[src/alarm_low_limit_regs.svh]
// Offsets, field positions, reset values and frame counts of the low limit bank
`ifndef ALARM_LOW_LIMIT_REGS_SVH
`define ALARM_LOW_LIMIT_REGS_SVH

// ----------------------------------------
// Register map
// ----------------------------------------
`define LOW_LIMIT_UPPER_CH0  7'h18
`define LOW_LIMIT_LOWER_CH0  7'h19
`define LOW_LIMIT_CH_STRIDE  7'h05
`define CMD_ECHO_ADDR        7'h3f

// ----------------------------------------
// Fields and reset values
// ----------------------------------------
`define LOWER_FIELD_MASK     8'hfc
`define LIMIT_RESET          8'h00
`define ECHO_RESET           8'h00

// ----------------------------------------
// Frame layout
// ----------------------------------------
`define CMD_ADDR_MSB         15
`define CMD_ADDR_LSB         9
`define CMD_WRITE_BIT        8
`define CMD_BITS             6'd16
`define CMD_LAST_BIT         6'd15
`define ECHO_USEFUL_END      6'd24
`define BIT_COUNT_MAX        6'h3f

`endif

[src/alarm_low_limit_pkg.sv]
// Types shared by the low limit bank
package alarm_low_limit_pkg;

    typedef struct packed {
        logic        sclk_prev;
        logic        cs_n_prev;
        logic [5:0]  bit_count;
        logic [15:0] cmd_shift;
        logic [15:0] tx_shift;
        logic        sdo;
        logic [7:0]  echo_pending;
        logic        echo_valid;
        logic [7:0]  echo;
    } serial_state_t;

endpackage

[src/alarm_low_limit_and_cmd_echo.sv]
// Serial program space: per-channel low alarm limits and command echo
`timescale 1ns/1ps
`include "alarm_low_limit_regs.svh"

module alarm_low_limit_and_cmd_echo #(
    parameter int NUM_CH = 8
) (
    input  wire logic                 i_clock,
    input  wire logic                 i_srst,
    input  wire logic                 i_cs_n,
    input  wire logic                 i_sclk,
    input  wire logic                 i_sdi,
    output logic                      o_sdo,
    output logic [NUM_CH*14-1:0]      o_low_limit
);

    // ----------------------------------------
    // Serial framing
    // ----------------------------------------
    alarm_low_limit_pkg::serial_state_t s_q;
    alarm_low_limit_pkg::serial_state_t s_d;

    logic        sclk_rise;
    logic        sclk_fall;
    logic        frame_end;
    logic        cmd_exec;
    logic [15:0] cmd_full;
    logic [6:0]  cmd_addr;
    logic        cmd_write;
    logic [7:0]  cmd_data;
    logic [7:0]  read_data;
    logic [7:0]  upper_q [NUM_CH];
    logic [7:0]  lower_q [NUM_CH];

    assign sclk_rise = !i_cs_n && i_sclk && !s_q.sclk_prev;
    assign sclk_fall = !i_cs_n && !i_sclk && s_q.sclk_prev;
    assign frame_end = i_cs_n && !s_q.cs_n_prev;
    // Commands act on the sixteenth rising edge, not at frame end, so the read
    // data is ready before the sixteenth falling edge.
    assign cmd_exec  = sclk_rise && (s_q.bit_count == `CMD_LAST_BIT);
    assign cmd_full  = {s_q.cmd_shift[14:0], i_sdi};
    assign cmd_addr  = cmd_full[`CMD_ADDR_MSB:`CMD_ADDR_LSB];
    assign cmd_write = cmd_full[`CMD_WRITE_BIT];
    assign cmd_data  = cmd_full[7:0];

    always_comb begin
        read_data = 8'h00;
        if (cmd_addr == `CMD_ECHO_ADDR) begin
            read_data = s_q.echo;
        end else begin
            for (int n = 0; n < NUM_CH; n++) begin
                if (cmd_addr == 7'(`LOW_LIMIT_UPPER_CH0 + n * `LOW_LIMIT_CH_STRIDE)) begin
                    read_data = upper_q[n];
                end else if (cmd_addr == 7'(`LOW_LIMIT_LOWER_CH0 + n * `LOW_LIMIT_CH_STRIDE)) begin
                    read_data = lower_q[n];
                end
            end
        end
    end

    always_comb begin
        s_d = s_q;
        s_d.sclk_prev = i_sclk;
        s_d.cs_n_prev = i_cs_n;
        if (i_cs_n) begin
            s_d.bit_count = 6'h00;
            s_d.sdo       = 1'b0;
            s_d.tx_shift  = 16'h0000;
        end else if (sclk_rise) begin
            s_d.cmd_shift = cmd_full;
            if (s_q.bit_count != `BIT_COUNT_MAX) begin
                s_d.bit_count = s_q.bit_count + 6'd1;
            end
        end else if (sclk_fall && s_q.bit_count >= `CMD_BITS) begin
            s_d.sdo      = s_q.tx_shift[15];
            s_d.tx_shift = {s_q.tx_shift[14:0], 1'b0};
        end
        if (cmd_exec) begin
            // Writes return zeros; only reads place data on the line
            s_d.tx_shift     = cmd_write ? 16'h0000 : {read_data, 8'h00};
            s_d.echo_pending = cmd_full[15:8];
            s_d.echo_valid   = 1'b1;
        end
        // Echo updates only when the frame closes, so a read sees the prior frame
        if (frame_end) begin
            if (s_q.echo_valid) begin
                s_d.echo = s_q.echo_pending;
            end
            s_d.echo_valid = 1'b0;
        end
        if (i_srst) begin
            s_d = '0;
            s_d.sclk_prev = 1'b0;
            s_d.cs_n_prev = 1'b1;
            s_d.echo      = `ECHO_RESET;
        end
    end

    always_ff @(posedge i_clock) begin
        s_q <= s_d;
    end

    assign o_sdo = s_q.sdo;

    // ----------------------------------------
    // Per-channel limit registers
    // ----------------------------------------
    for (genvar n = 0; n < NUM_CH; n++) begin : g_ch
        localparam logic [6:0] UPPER_ADDR = 7'(`LOW_LIMIT_UPPER_CH0 + n * `LOW_LIMIT_CH_STRIDE);
        localparam logic [6:0] LOWER_ADDR = 7'(`LOW_LIMIT_LOWER_CH0 + n * `LOW_LIMIT_CH_STRIDE);
        logic [7:0] up_q;
        logic [7:0] lo_q;

        always_ff @(posedge i_clock) begin
            if (i_srst) begin
                up_q <= `LIMIT_RESET;
                lo_q <= `LIMIT_RESET;
            end else if (cmd_exec && cmd_write) begin
                if (cmd_addr == UPPER_ADDR) begin
                    up_q <= cmd_data;
                end else if (cmd_addr == LOWER_ADDR) begin
                    lo_q <= cmd_data & `LOWER_FIELD_MASK;
                end
            end
        end

        assign upper_q[n] = up_q;
        assign lower_q[n] = lo_q;
        assign o_low_limit[n*14 +: 14] = {up_q, lo_q[7:2]};

    end
endmodule

[config.mk]
export PLATFORM = sky130hd
export DESIGN_NAME = alarm_low_limit_and_cmd_echo
export DESIGN_NICKNAME = d
export VERILOG_FILES = /design/src/alarm_low_limit_pkg.sv /design/src/alarm_low_limit_and_cmd_echo.sv
export VERILOG_INCLUDE_DIRS = /design/src
export SDC_FILE = /design/constraint.sdc
export NUM_CORES = 1
export LEC_CHECK = 0
export BUFFER_PORTS_ARGS = -buffer_cell sky130_fd_sc_hd__buf_2
export CAP_MARGIN = 30
export CORE_UTILIZATION = 25
export CTS_CLUSTER_SIZE = 8
export DETAILED_ROUTE_END_ITERATION = 12
export PLACE_DENSITY_LB_ADDON = 0.2
export SYNTH_ARGS = -nofsm -noshare
export SYNTH_HDL_FRONTEND = slang
export SYNTH_SLANG_ARGS = --single-unit
[constraint.sdc]
create_clock -name i_clock -period 2.5 [get_ports i_clock]
set_input_delay 0.75 -clock i_clock [delete_from_list [all_inputs] [get_ports i_clock]]
set_output_delay 0.75 -clock i_clock [all_outputs]
set_load 0.01 [all_outputs]
Word-level counts from Yosys, hierarchy flattened
Index checks and enable logic that the tools add are counted.
Cells by class
  add/subtract/negate cells: 1
  multipliers: 0
  div/mod/pow operators: 0
  magnitude comparators: 1
  equal/unequal tests: 20
  shifts and indexed selects: 0
  muxes and demuxes: 22
  bitwise gates (word level): 10
  reductions and logical operators: 36
Operators with widths (count)
  $mux W8: 17
  $eq A7 B6 Y1 const B: 13
  $mux W17: 3
  $mux W16: 2
  $eq A7 B5 Y1 const B: 4
  $reduce_and A2 Y1: 13
  $reduce_and A3 Y1: 8
  $not A1 Y1: 10
  $logic_and A1 B1 Y1: 8
  $add A6 B1 Y6 const B: 1
  $eq A6 B4 Y1 const B: 1
  $ge A6 B5 Y1 const B: 1
  $ne A6 B6 Y1 const B: 1
  $logic_not A1 Y1: 4
  $reduce_or A2 Y1: 2
  $ne A3 B2 Y1 const B: 1
  $reduce_bool A3 Y1: 1
Storage, ports and cells
  flip-flop bits (word level): 169
  bits in latches: 0
  memory bits (writable): 0
  memory bits (read-only): 0
  bits of input ports: 5
  output and inout port bits: 113
  logic and storage cells: 115
  memories kept: 0

Logic depth before layout (Yosys ltp)
Gate-level depths: netlist of the first run.
  depth after elaboration: 20
  gate-level depth with buffers: 9
  depth with buffers taken out: 6

Least setup slack after synthesis of the first run
No wires, ideal clock.
  kind: in2reg
  start point: input port i_cs_n
  end point: register g_ch[1].up_q[7]
  library setup time: 128 ps
  data arrival time: 2274 ps
  data required time: 2372 ps
  slack: 98 ps
  stages: 6
  buffers on the path: 1
  cell sequence: nor3b_4 nand4_1 buf_6 nor4_4 mux2i_1 nor2_1
On the way
  word-level cells in the longest chain between the ends: 6
Ends and longest elaborated chain
  start, declared: line alarm_low_limit_and_cmd_echo.sv:10  | input wire logic i_cs_n,
  $logic_not A1 Y1: line alarm_low_limit_and_cmd_echo.sv:35  | assign sclk_rise = !i_cs_n && i_sclk && !s_q.sclk_prev;
  $logic_and A1 B1 Y1 (2 in a row): line alarm_low_limit_and_cmd_echo.sv:35
  $logic_and A1 B1 Y1: line alarm_low_limit_and_cmd_echo.sv:40  | assign cmd_exec = sclk_rise && (s_q.bit_count == `CMD_LAST_BIT);
  $logic_and A1 B1 Y1: line alarm_low_limit_and_cmd_echo.sv:118  | end else if (cmd_exec && cmd_write) begin
  $reduce_and A2 Y1 (no line)
  end signal, assigned: line alarm_low_limit_and_cmd_echo.sv:116  | up_q <= `LIMIT_RESET;
  end signal, assigned: line alarm_low_limit_and_cmd_echo.sv:120  | up_q <= cmd_data;
  end, declared: line alarm_low_limit_and_cmd_echo.sv:111  | logic [7:0] up_q;
No other way between the ends.
A chain may end at the register's enable or synchronous reset.

Worst setup path after layout of the first run
  start point: register s_q, in the netlist cmd_addr[2]
  end point: register s_q[31] (netlist name)
On the way
  word-level cells in the longest chain between the ends: 20
  elaborated cells between the ends (all ways): 36
  those cells by class: eq/ne (17); mux (19)
Ends and longest elaborated chain
  start, declared: line alarm_low_limit_and_cmd_echo.sv:20  | alarm_low_limit_pkg::serial_state_t s_q;
  start signal, assigned: line alarm_low_limit_and_cmd_echo.sv:100  | s_q <= s_d;
  $eq A7 B5 Y1: line alarm_low_limit_and_cmd_echo.sv:54  | end else if (cmd_addr == 7'(`LOW_LIMIT_LOWER_CH0 + n * `LOW_LIMIT_CH_STRIDE)) begin
  $mux W8: line alarm_low_limit_and_cmd_echo.sv:54
  $mux W8: line alarm_low_limit_and_cmd_echo.sv:52  | if (cmd_addr == 7'(`LOW_LIMIT_UPPER_CH0 + n * `LOW_LIMIT_CH_STRIDE)) begin
  $mux W8: line alarm_low_limit_and_cmd_echo.sv:54
  $mux W8: line alarm_low_limit_and_cmd_echo.sv:52
  $mux W8: line alarm_low_limit_and_cmd_echo.sv:54
  $mux W8: line alarm_low_limit_and_cmd_echo.sv:52
  $mux W8: line alarm_low_limit_and_cmd_echo.sv:54
  [4 not listed]
  $mux W8: line alarm_low_limit_and_cmd_echo.sv:52
  $mux W8: line alarm_low_limit_and_cmd_echo.sv:54
  $mux W8: line alarm_low_limit_and_cmd_echo.sv:52
  $mux W8: line alarm_low_limit_and_cmd_echo.sv:54
  $mux W8: line alarm_low_limit_and_cmd_echo.sv:52
  $mux W8 *: line alarm_low_limit_and_cmd_echo.sv:48  | if (cmd_addr == `CMD_ECHO_ADDR) begin
  $mux W16 *: line alarm_low_limit_and_cmd_echo.sv:80  | s_d.tx_shift = cmd_write ? 16'h0000 : {read_data, 8'h00};
  $mux W16 *: line alarm_low_limit_and_cmd_echo.sv:78  | if (cmd_exec) begin
Every way passes the cells marked *; elsewhere a longest branch is shown, timed or not.

==> report_table.html, run 1 <==
<table>
<tr><th>Metric</th><th>Value</th></tr>
<tr><th colspan="2">Outcome</th></tr>
<tr><td>Failing checks</td><td>DRC</td></tr>
<tr><td>Run status</td><td>complete, but fails checks</td></tr>
<tr><th colspan="2">Power</th></tr>
<tr><td>Static Leak</td><td>3.862 nW</td></tr>
<tr><td>Gate power share</td><td>1.8%</td></tr>
<tr><td>Internal power summed over all cells</td><td>4.200 mW</td></tr>
<tr><td>Share of power burned in registers</td><td>48.6%</td></tr>
<tr><td>Overall Power</td><td>5.519 mW</td></tr>
<tr><td>Share of total power in the clock network</td><td>49.6%</td></tr>
<tr><td>Power Density</td><td>547.2 mW/mm^2</td></tr>
<tr><td>P_sw</td><td>1.318 mW</td></tr>
<tr><td>Worst IR drop on VDD</td><td>377.2 uV</td></tr>
<tr><td>Fraction of power spent switching nets</td><td>23.89%</td></tr>
<tr><th colspan="2">Global routing</th></tr>
<tr><td>Initial antenna violation count</td><td>0</td></tr>
<tr><td>Number of global-route vias before repair</td><td>7050</td></tr>
<tr><td>Overall routing resource usage</td><td>17.29%</td></tr>
<tr><td>Wire length of the first global-routing pass</td><td>42990 um</td></tr>
<tr><td>Grt ovf</td><td>0</td></tr>
<tr><td>Pin count of the biggest net entering global routing</td><td>88</td></tr>
<tr><th colspan="2">Floorplanning</th></tr>
<tr><td>Starting utilization of the core area</td><td>25.65%</td></tr>
<tr><td>Count of boundary I/O pins</td><td>118</td></tr>
<tr><td>Num rows</td><td>64</td></tr>
<tr><td>Horizontal die dimension</td><td>179.9 um</td></tr>
<tr><td>Core area</td><td>0.03083 sq mm</td></tr>
<tr><td>Area enclosed by the die boundary</td><td>0.03235 sq mm</td></tr>
<tr><td>Die H</td><td>179.9 um</td></tr>
<tr><th colspan="2">STA</th></tr>
<tr><td>Unrepaired setup endpoints after global routing</td><td>no</td></tr>
<tr><td>Endpoints failing hold</td><td>0</td></tr>
<tr><td>Actual slew at the worst max-slew pin</td><td>0.6720 ns</td></tr>
<tr><td>Final Max Tran Viols</td><td>0</td></tr>
<tr><td>Fmax</td><td>407.5 MHz</td></tr>
<tr><td>Final worst path period need</td><td>2.454 ns</td></tr>
<tr><td>Final setup skew</td><td>0.02058 ns</td></tr>
<tr><td>Final clock period utilization by the worst path</td><td>98.15%</td></tr>
<tr><td>Final critical-path setup slack</td><td>0.04630 ns</td></tr>
<tr><td>Relative slew slack</td><td>55.14%</td></tr>
<tr><td>Setup TNS</td><td>0 ns</td></tr>
<tr><td>Number of endpoints failing setup at the final stage</td><td>0</td></tr>
<tr><th colspan="2">Critical path</th></tr>
<tr><td>Critical Path Fanout Max</td><td>11</td></tr>
<tr><td>Worst endpoint data arrival time</td><td>2.78 ns</td></tr>
<tr><td>Class of the most critical setup path</td><td>reg -&gt; reg</td></tr>
<tr><td>Kind of start point of the critical path</td><td>flop</td></tr>
<tr><td>Required @ worst endpoint</td><td>2.82 ns</td></tr>
<tr><td>Crit end category</td><td>flop</td></tr>
<tr><th colspan="2">Routing</th></tr>
<tr><td>Vias per std cell</td><td>4.932</td></tr>
<tr><td>Final Routed Wirelength</td><td>27990 um</td></tr>
<tr><td>DR pass1 iterations</td><td>9</td></tr>
<tr><td>Routed Antenna Nets</td><td>0</td></tr>
<tr><td>Average wire per cell in the routed design</td><td>19.00 um</td></tr>
<tr><td>DRC marker count from the first detailed-route iteration</td><td>530</td></tr>
<tr><td>Total number of vias</td><td>7265</td></tr>
<tr><td>Residual DRC count</td><td>12</td></tr>
<tr><th colspan="2">Clock tree</th></tr>
<tr><td>Cell at the root of the clock tree</td><td>sky130_fd_sc_hd__clkbuf_16</td></tr>
<tr><td>Sinks on the clock net</td><td>168</td></tr>
<tr><td>TritonCTS buffer count</td><td>17</td></tr>
<tr><td>H-tree levels</td><td>4</td></tr>
<tr><td>Source-to-sink clock delay at the later pin of the worst-skew pair</td><td>0.44 ns</td></tr>
<tr><td>Register clock-pin slew on the reported worst setup and hold paths</td><td>0.07 ns</td></tr>
<tr><td>Number of hold-repair buffers added at the cts stage</td><td>0</td></tr>
<tr><td>PostCTS Resize Cnt</td><td>0</td></tr>
<tr><td>Postcts setup bufs</td><td>0</td></tr>
<tr><td>CTS tree</td><td>yes</td></tr>
<tr><td>Largest buffer count on any clock path</td><td>2</td></tr>
<tr><th colspan="2">Synth</th></tr>
<tr><td>Post-synth net total</td><td>930</td></tr>
<tr><td>Synthesized area</td><td>0.007908 sq mm</td></tr>
<tr><td>Dominant register cell in the synthesized netlist</td><td>sky130_fd_sc_hd__dfxtp_1</td></tr>
<tr><td>Number of synthesized flops with an enable pin</td><td>0</td></tr>
<tr><td>Number of flip-flops and latches in the synthesized netlist</td><td>168</td></tr>
<tr><td>Count of synthesis-stage warnings from yosys</td><td>0</td></tr>
<tr><td>Share of the yosys chip area belonging to registers</td><td>42.53%</td></tr>
<tr><td>Unique masters post-synth</td><td>58</td></tr>
<tr><td>Mean instance size in the synthesized netlist</td><td>8.558 sq um</td></tr>
<tr><td>Synth Instances</td><td>924</td></tr>
<tr><td>Fraction of registers with async set/reset</td><td>0%</td></tr>
<tr><th colspan="2">Hold path</th></tr>
<tr><td>Type of the worst min-delay path</td><td>reg -&gt; reg</td></tr>
<tr><th colspan="2">Finish</th></tr>
<tr><td>Area taken by flip-flops and latches</td><td>0.003364 sq mm</td></tr>
<tr><td>Area of the multi-input gates</td><td>0.004213 sq mm</td></tr>
<tr><td>Count of nets after finishing</td><td>1069</td></tr>
<tr><td>Proportion of layout cells with a drive suffix above 1</td><td>24.44%</td></tr>
<tr><td>Fill cells</td><td>3245</td></tr>
<tr><td>Area growth from synthesis to final layout</td><td>27.55%</td></tr>
<tr><td>Non-filler instance count after layout</td><td>1473</td></tr>
<tr><td>Final Util</td><td>32.72%</td></tr>
<tr><th colspan="2">Place</th></tr>
<tr><td>GP Congestion</td><td>0.8575</td></tr>
<tr><td>Count of port buffers added during placement</td><td>117</td></tr>
<tr><td>Placed wire-length estimate</td><td>20220 um</td></tr>
<tr><td>Cell count after placement</td><td>1440</td></tr>
<tr><td>Pre-CTS worst setup slack</td><td>-0.1690 ns</td></tr>
<tr><th colspan="2">Flow run</th></tr>
<tr><td>Max cap viols</td><td>0</td></tr>
</table>
## power by group through the flow
stage | sequential, mW | clock, mW | combinational, mW
floorplan | 2.74 | 0 | 0.0645
global placement | 2.75 | 0 | 0.0989
detailed placement | 2.75 | 0 | 0.0989
CTS | 2.68 | 2.79 | 0.0990
global route | 2.68 | 2.90 | 0.108
finish | 2.68 | 2.74 | 0.0988
## placed cells by master, fill, tap and decap left out, types with 5 or more instances in the layout
master and count:
sky130_fd_sc_hd__nor2b_1 7, sky130_fd_sc_hd__and3b_1 9, sky130_fd_sc_hd__o21ai_0 50, sky130_fd_sc_hd__buf_2 116
sky130_fd_sc_hd__nor3_1 14, sky130_fd_sc_hd__a32oi_1 12, sky130_fd_sc_hd__clkbuf_16 17, sky130_fd_sc_hd__buf_4 73
sky130_fd_sc_hd__nand3_1 21, sky130_fd_sc_hd__or3b_2 9, sky130_fd_sc_hd__nor3_4 6, sky130_fd_sc_hd__nand2b_1 6
sky130_fd_sc_hd__nor2_1 121, sky130_fd_sc_hd__a22oi_1 6, sky130_fd_sc_hd__or4bb_1 7, sky130_fd_sc_hd__o31ai_1 6
sky130_fd_sc_hd__nand2_1 113, sky130_fd_sc_hd__a211oi_1 18, sky130_fd_sc_hd__mux2i_1 102, sky130_fd_sc_hd__buf_12 14
sky130_fd_sc_hd__o22a_1 5, sky130_fd_sc_hd__a21oi_1 83, sky130_fd_sc_hd__o211ai_1 7, sky130_fd_sc_hd__dfxtp_1 167
sky130_fd_sc_hd__o2111ai_1 5, sky130_fd_sc_hd__o221ai_1 6
## worst paths after layout
path / endpoint / from / slack, ns / depth (start not counted)
max: s_q[31] / cmd_addr[2] / 0.05 / 7
min: s_q[1] / s_q[1] / 0.45 / 2
max reg2reg: s_q[31] / cmd_addr[2] / 0.05 / 7
min reg2reg: s_q[1] / s_q[1] / 0.45 / 2
## cell families after synthesis
| group | Yosys count | share of synthesized area, % |
|---|---|---|
| multiplexers | 103 | 13.05 |
| flip-flops | 168 | 42.53 |
| buffers and inverters | 86 | 4.320 |
| AO/OA/AOI/OAI | 211 | 16.49 |
| AND/OR/NAND/NOR | 351 | 23.01 |
| adder cells (fa/ha/maj) | 1 | 0.1582 |
| XOR/XNOR | 4 | 0.4431 |
## through the flow
stage               instance area, sq um  hold slack [ns]
floorplan                           7908           0.4315
global placement                    9488           0.4422
detailed placement                  9488           0.4469
CTS                                10080           0.4555
global route                       10080           0.4744
finish                             10090           0.4520
## synth_stat cells (3+ instances only)
cell type | number | area share (%)
sky130_fd_sc_hd__and3b_1 | 9 | 1.0
sky130_fd_sc_hd__dfxtp_1 | 168 | 43
sky130_fd_sc_hd__nor4_4 | 4 | 1.1
sky130_fd_sc_hd__buf_1 | 9 | 0.43
sky130_fd_sc_hd__or3_1 | 4 | 0.32
sky130_fd_sc_hd__or4bb_1 | 7 | 1.0
sky130_fd_sc_hd__clkbuf_1 | 64 | 3.0
sky130_fd_sc_hd__a221oi_1 | 3 | 0.33
sky130_fd_sc_hd__or2_2 | 3 | 0.24
sky130_fd_sc_hd__o21ai_0 | 50 | 3.2
sky130_fd_sc_hd__or3b_2 | 9 | 1.0
sky130_fd_sc_hd__xor2_1 | 3 | 0.33
sky130_fd_sc_hd__nor2b_1 | 7 | 0.55
sky130_fd_sc_hd__nor2_1 | 121 | 5.7
sky130_fd_sc_hd__nor3b_1 | 3 | 0.28
sky130_fd_sc_hd__a211oi_1 | 18 | 1.7
sky130_fd_sc_hd__inv_1 | 3 | 0.14
sky130_fd_sc_hd__nand4_1 | 3 | 0.24
sky130_fd_sc_hd__o211ai_1 | 7 | 0.66
sky130_fd_sc_hd__a32o_1 | 3 | 0.38
sky130_fd_sc_hd__a32oi_1 | 12 | 1.3
sky130_fd_sc_hd__o221ai_1 | 6 | 0.66
sky130_fd_sc_hd__buf_2 | 9 | 0.57
sky130_fd_sc_hd__and3_1 | 3 | 0.24
sky130_fd_sc_hd__nor3_1 | 14 | 0.89
sky130_fd_sc_hd__mux2i_1 | 102 | 13
sky130_fd_sc_hd__nand3b_1 | 4 | 0.38
sky130_fd_sc_hd__a21oi_1 | 83 | 5.3
sky130_fd_sc_hd__nand2b_1 | 6 | 0.47
sky130_fd_sc_hd__a22oi_1 | 6 | 0.57
sky130_fd_sc_hd__nor3_4 | 6 | 1.2
sky130_fd_sc_hd__nand3_1 | 21 | 1.3
sky130_fd_sc_hd__o2111ai_1 | 5 | 0.55
sky130_fd_sc_hd__o31ai_1 | 6 | 0.57
sky130_fd_sc_hd__nand2_1 | 113 | 5.4
sky130_fd_sc_hd__o22a_1 | 5 | 0.55
## layout make-up
class	count	area share, %
diodes	1	0.02481
clock buffers	18	4.255
clock inverters	14	1.600
inverters	3	0.1116
multi-input cells	670	41.77
flip-flops and latches	168	33.36
well taps	396	4.913
repair buffers	203	13.97
## per-layer routing
metal  track usage, %  routed length, um  vias up
met5                0                  0        -
met4            5.586                465        0
met3            4.153               1375       28
met2            26.79              12600      176
met1            23.46              13560     3470
li1                 -                  -     3591
## critical path, cell delays in order (launching register included)
cell and delay, ns:
sky130_fd_sc_hd__dfxtp_1 0.45, sky130_fd_sc_hd__buf_4 0.23, sky130_fd_sc_hd__or3b_2 0.56, sky130_fd_sc_hd__a21oi_1 0.20, sky130_fd_sc_hd__o31ai_1 0.09, sky130_fd_sc_hd__a211oi_1 0.54
sky130_fd_sc_hd__buf_4 0.21, sky130_fd_sc_hd__o21ai_0 0.07
## registers in the layout, indices dropped and copies added (netlist names)
signal     flops
cmd_addr       7
cmd_data       7
cmd_full       1
g_ch.lo_q     48
g_ch.up_q     64
o_sdo          1
s_q           40
Note: power is estimated with default switching activity, not from simulation.
==> run 2: changes to the inputs <==
- ABC_AREA: unset -> 1
==> report_table.html, run 2 <==
<table>
<tr><th>Metric</th><th>Value</th></tr>
<tr><th colspan="2">Floorplanning</th></tr>
<tr><td>Horizontal die dimension</td><td>169.7 um</td></tr>
<tr><td>Starting utilization of the core area</td><td>25.38%</td></tr>
<tr><td>Num rows</td><td>61</td></tr>
<tr><td>Die H</td><td>169.7 um</td></tr>
<tr><td>Area enclosed by the die boundary</td><td>0.02881 sq mm</td></tr>
<tr><td>Count of boundary I/O pins</td><td>118</td></tr>
<tr><td>Core area</td><td>0.02771 sq mm</td></tr>
<tr><th colspan="2">Synth</th></tr>
<tr><td>Dominant register cell in the synthesized netlist</td><td>sky130_fd_sc_hd__dfxtp_1</td></tr>
<tr><td>Most common cell in the netlist</td><td>sky130_fd_sc_hd__dfxtp_1</td></tr>
<tr><td>Commonest cells post-synth</td><td>168 x sky130_fd_sc_hd__dfxtp_1, 166 x sky130_fd_sc_hd__a21oi_1, 163 x sky130_fd_sc_hd__o21ai_0, 107 x sky130_fd_sc_hd__nand2_1, 74 x sky130_fd_sc_hd__nor2_1</td></tr>
<tr><td>Synthesized-area fraction occupied by and/or/nand/nor cells</td><td>18.00%</td></tr>
<tr><td>Share of the yosys chip area belonging to registers</td><td>47.82%</td></tr>
<tr><td>Synthesized area</td><td>0.007033 sq mm</td></tr>
<tr><td>Post-synthesis compound-gate area fraction</td><td>26.38%</td></tr>
<tr><td>Count of synthesis-stage warnings from yosys</td><td>0</td></tr>
<tr><td>Most area-consuming cells after synthesis</td><td>sky130_fd_sc_hd__dfxtp_1 48%, sky130_fd_sc_hd__a21oi_1 12%, sky130_fd_sc_hd__o21ai_0 12%, sky130_fd_sc_hd__nand2_1 5.7%, sky130_fd_sc_hd__nor2_1 3.9%</td></tr>
<tr><td>Post-synth net total</td><td>930</td></tr>
<tr><td>Unique masters post-synth</td><td>35</td></tr>
<tr><td>Number of flip-flops and latches in the synthesized netlist</td><td>168</td></tr>
<tr><td>Area share of fa/ha/maj cells after synthesis</td><td>0.1779%</td></tr>
<tr><td>Area leader, netlist</td><td>sky130_fd_sc_hd__dfxtp_1</td></tr>
<tr><td>Number of synthesized flops with an enable pin</td><td>0</td></tr>
<tr><td>Fraction of synthesized area in multiplexers</td><td>0%</td></tr>
<tr><td>Mean instance size in the synthesized netlist</td><td>7.611 sq um</td></tr>
<tr><td>XOR/XNOR Fraction of Synth Area</td><td>0%</td></tr>
<tr><td>Synth Instances</td><td>924</td></tr>
<tr><td>Combinational family with the most area after synthesis</td><td>compound AO/OA/AOI/OAI gates</td></tr>
<tr><td>Area fraction of the dominant cell type after synthesis</td><td>47.82%</td></tr>
<tr><td>Fraction of registers with async set/reset</td><td>0%</td></tr>
<tr><th colspan="2">STA</th></tr>
<tr><td>Final clock period utilization by the worst path</td><td>92.35%</td></tr>
<tr><td>Final setup skew</td><td>0.01606 ns</td></tr>
<tr><td>Final Max Tran Viols</td><td>0</td></tr>
<tr><td>Number of endpoints failing setup at the final stage</td><td>0</td></tr>
<tr><td>Fmax</td><td>433.1 MHz</td></tr>
<tr><td>Unrepaired setup endpoints after global routing</td><td>no</td></tr>
<tr><td>Relative slew slack</td><td>61.45%</td></tr>
<tr><td>Endpoints failing hold</td><td>0</td></tr>
<tr><td>Final critical-path setup slack</td><td>0.1912 ns</td></tr>
<tr><td>Setup TNS</td><td>0 ns</td></tr>
<tr><td>Actual slew at the worst max-slew pin</td><td>0.5751 ns</td></tr>
<tr><td>Final worst path period need</td><td>2.309 ns</td></tr>
<tr><th colspan="2">Clock tree</th></tr>
<tr><td>Source-to-sink clock delay at the later pin of the worst-skew pair</td><td>0.43 ns</td></tr>
<tr><td>H-tree levels</td><td>4</td></tr>
<tr><td>Largest buffer count on any clock path</td><td>2</td></tr>
<tr><td>TritonCTS buffer count</td><td>17</td></tr>
<tr><td>Register clock-pin slew on the reported worst setup and hold paths</td><td>0.06 ns</td></tr>
<tr><td>Sinks on the clock net</td><td>168</td></tr>
<tr><td>CTS tree</td><td>yes</td></tr>
<tr><td>Cell at the root of the clock tree</td><td>sky130_fd_sc_hd__clkbuf_16</td></tr>
<tr><th colspan="2">Finish</th></tr>
<tr><td>Inserted Diodes</td><td>0</td></tr>
<tr><td>Proportion of layout cells with a drive suffix above 1</td><td>21.59%</td></tr>
<tr><td>Area growth from synthesis to final layout</td><td>24.23%</td></tr>
<tr><td>Top register by number of flip-flops</td><td>g_ch.up_q</td></tr>
<tr><td>Fill cells</td><td>3006</td></tr>
<tr><td>Count of nets after finishing</td><td>1042</td></tr>
<tr><td>Leading cell type in the layout, fill and taps excluded</td><td>sky130_fd_sc_hd__dfxtp_1</td></tr>
<tr><td>Leading registers by flop count</td><td>g_ch.up_q x64, g_ch.lo_q x48, s_q x40</td></tr>
<tr><td>Largest register FFs</td><td>64</td></tr>
<tr><td>Final Util</td><td>31.54%</td></tr>
<tr><td>Leading cell types in the layout, fill and taps excluded</td><td>167 x sky130_fd_sc_hd__dfxtp_1, 166 x sky130_fd_sc_hd__a21oi_1, 163 x sky130_fd_sc_hd__o21ai_0, 117 x sky130_fd_sc_hd__buf_2, 106 x sky130_fd_sc_hd__nand2_1</td></tr>
<tr><th colspan="2">Place</th></tr>
<tr><td>GP Congestion</td><td>0.7992</td></tr>
<tr><td>Pre-CTS worst setup slack</td><td>0.03553 ns</td></tr>
<tr><td>Placed wire-length estimate</td><td>16440 um</td></tr>
<tr><td>Count of port buffers added during placement</td><td>117</td></tr>
<tr><th colspan="2">Global routing</th></tr>
<tr><td>Grt ovf</td><td>0</td></tr>
<tr><td>Wire length of the first global-routing pass</td><td>35300 um</td></tr>
<tr><td>Overall routing resource usage</td><td>16.09%</td></tr>
<tr><td>Pin count of the biggest net entering global routing</td><td>97</td></tr>
<tr><td>Initial antenna violation count</td><td>0</td></tr>
<tr><td>Number of global-route vias before repair</td><td>6033</td></tr>
<tr><th colspan="2">Routing</th></tr>
<tr><td>Average wire per cell in the routed design</td><td>16.16 um</td></tr>
<tr><td>Final Routed Wirelength</td><td>23030 um</td></tr>
<tr><td>Vias per std cell</td><td>4.596</td></tr>
<tr><td>DR pass1 iterations</td><td>5</td></tr>
<tr><td>DRC marker count from the first detailed-route iteration</td><td>451</td></tr>
<tr><td>Routed Antenna Nets</td><td>0</td></tr>
<tr><td>Total number of vias</td><td>6550</td></tr>
<tr><td>Residual DRC count</td><td>0</td></tr>
<tr><th colspan="2">Critical path</th></tr>
<tr><td>Critical Path Most Common Cell</td><td>sky130_fd_sc_hd__nand2_1</td></tr>
<tr><td>Crit-path max cell delay</td><td>0.37 ns</td></tr>
<tr><td>Family of cells with the greatest summed delay on the critical path</td><td>simple AND/OR/NAND/NOR gates</td></tr>
<tr><td>Kind of start point of the critical path</td><td>flop</td></tr>
<tr><td>Crit end category</td><td>flop</td></tr>
<tr><td>Required @ worst endpoint</td><td>2.85 ns</td></tr>
<tr><td>Class of the most critical setup path</td><td>reg -&gt; reg</td></tr>
<tr><td>Sequence of cells on the critical path</td><td>inv_1, nand2_1, buf_4, nor2_1, nand2_1, nor2_2, a21oi_1, nand2_1, nand2_1, nand3_1, nand2_1, nand2_1, nand2_1, nand2_1, nand2_1, a21oi_2</td></tr>
<tr><td>Slowest cell on crit path</td><td>sky130_fd_sc_hd__dfxtp_1</td></tr>
<tr><td>Critical Path Fanout Max</td><td>9</td></tr>
<tr><td>Worst endpoint data arrival time</td><td>2.66 ns</td></tr>
<tr><td>Bufs and invs on worst path</td><td>2</td></tr>
<tr><th colspan="2">Hold path</th></tr>
<tr><td>Type of the worst min-delay path</td><td>reg -&gt; reg</td></tr>
<tr><th colspan="2">Power</th></tr>
<tr><td>Worst IR drop on VDD</td><td>415.2 uV</td></tr>
<tr><td>Overall Power</td><td>5.818 mW</td></tr>
<tr><td>Power Density</td><td>665.9 mW/mm^2</td></tr>
<tr><td>Static Leak</td><td>3.826 nW</td></tr>
<tr><th colspan="2">Outcome</th></tr>
<tr><td>Run status</td><td>completed</td></tr>
<tr><th colspan="2">Flow run</th></tr>
<tr><td>Max cap viols</td><td>0</td></tr>
</table>
==> run 2: changes by cell type after synthesis, moves of 33 or more <==
cell / delta
sky130_fd_sc_hd__o21ai_0: +113
sky130_fd_sc_hd__inv_1: +53
sky130_fd_sc_hd__clkbuf_1: -33
sky130_fd_sc_hd__mux2i_1: -102
sky130_fd_sc_hd__nor2_1: -47
sky130_fd_sc_hd__a21oi_1: +83
==> run 2: logic make-up after synthesis <==
group,Yosys count
buffers and inverters,127
adders and majority gates,1
and+or+nand+nor,272
DFF,168
AOI/OAI and AO/OA,356
==> run 2: repair_timing <==
item,4_1_cts,5_1_grt
resized for setup,0,3
setup buffers,0,0
hold buffers,0,0
endpoints found under the setup margin,0,6
==> run 2: tightest hold or removal path: cells and delay by family, from the launching register on <==
family / cells / cell delay, ns
DFF: 1 / 0.29
and+or+nand+nor: 2 / 0.11
==> run 2: final timing paths <==
kind | from | endpoint | slack (ns) | cells past startpoint
worst min register to register | s_q[19] | s_q[19] | 0.45 | 2
worst min-delay path | s_q[19] | s_q[19] | 0.45 | 2
worst max-delay path | cmd_addr[3] | s_q[33] | 0.19 | 16
worst max register to register | cmd_addr[3] | s_q[33] | 0.19 | 16
==> run 2: where the power goes <==
group | internal [mW] | switching [mW]
Combinational | 0.0601 | 0.172
Clock | 1.79 | 1.08
Sequential | 2.70 | 0.0200
Total | 4.55 | 1.27
==> run 2: layer usage <==
layer	vias to the layer above	share of wire [%]	GRT usage, %
li1	3373	-	-
met1	3040	50	22.65
met2	126	46	25.46
met3	11	3.7	2.822
met4	0	0.67	3.525
met5	-	0	0
==> run 2: layout make-up <==
class                      count  area (sq um)  area share, %
sequential                   168          3364          38.51
multi-input combinational    629          3142          35.96
timing repair buffer         149         863.3          9.881
tap                          378         473.0          5.413
clock buffer                  21         450.4          5.155
inverter                      71         270.3          3.093
clock inverter                 9         173.9          1.991
==> run 2: stage by stage <==
stage / hold WS (ns) / cells / cell area, sq um
final: 0.4458 / 1425 / 8737
after global routing: 0.4698 / 1425 / 8737
after CTS: 0.4495 / 1425 / 8728
after detailed placement: 0.4408 / 1395 / 8104
after global placement: 0.4330 / 1395 / 8104
after floorplan: 0.4238 / 924 / 7033
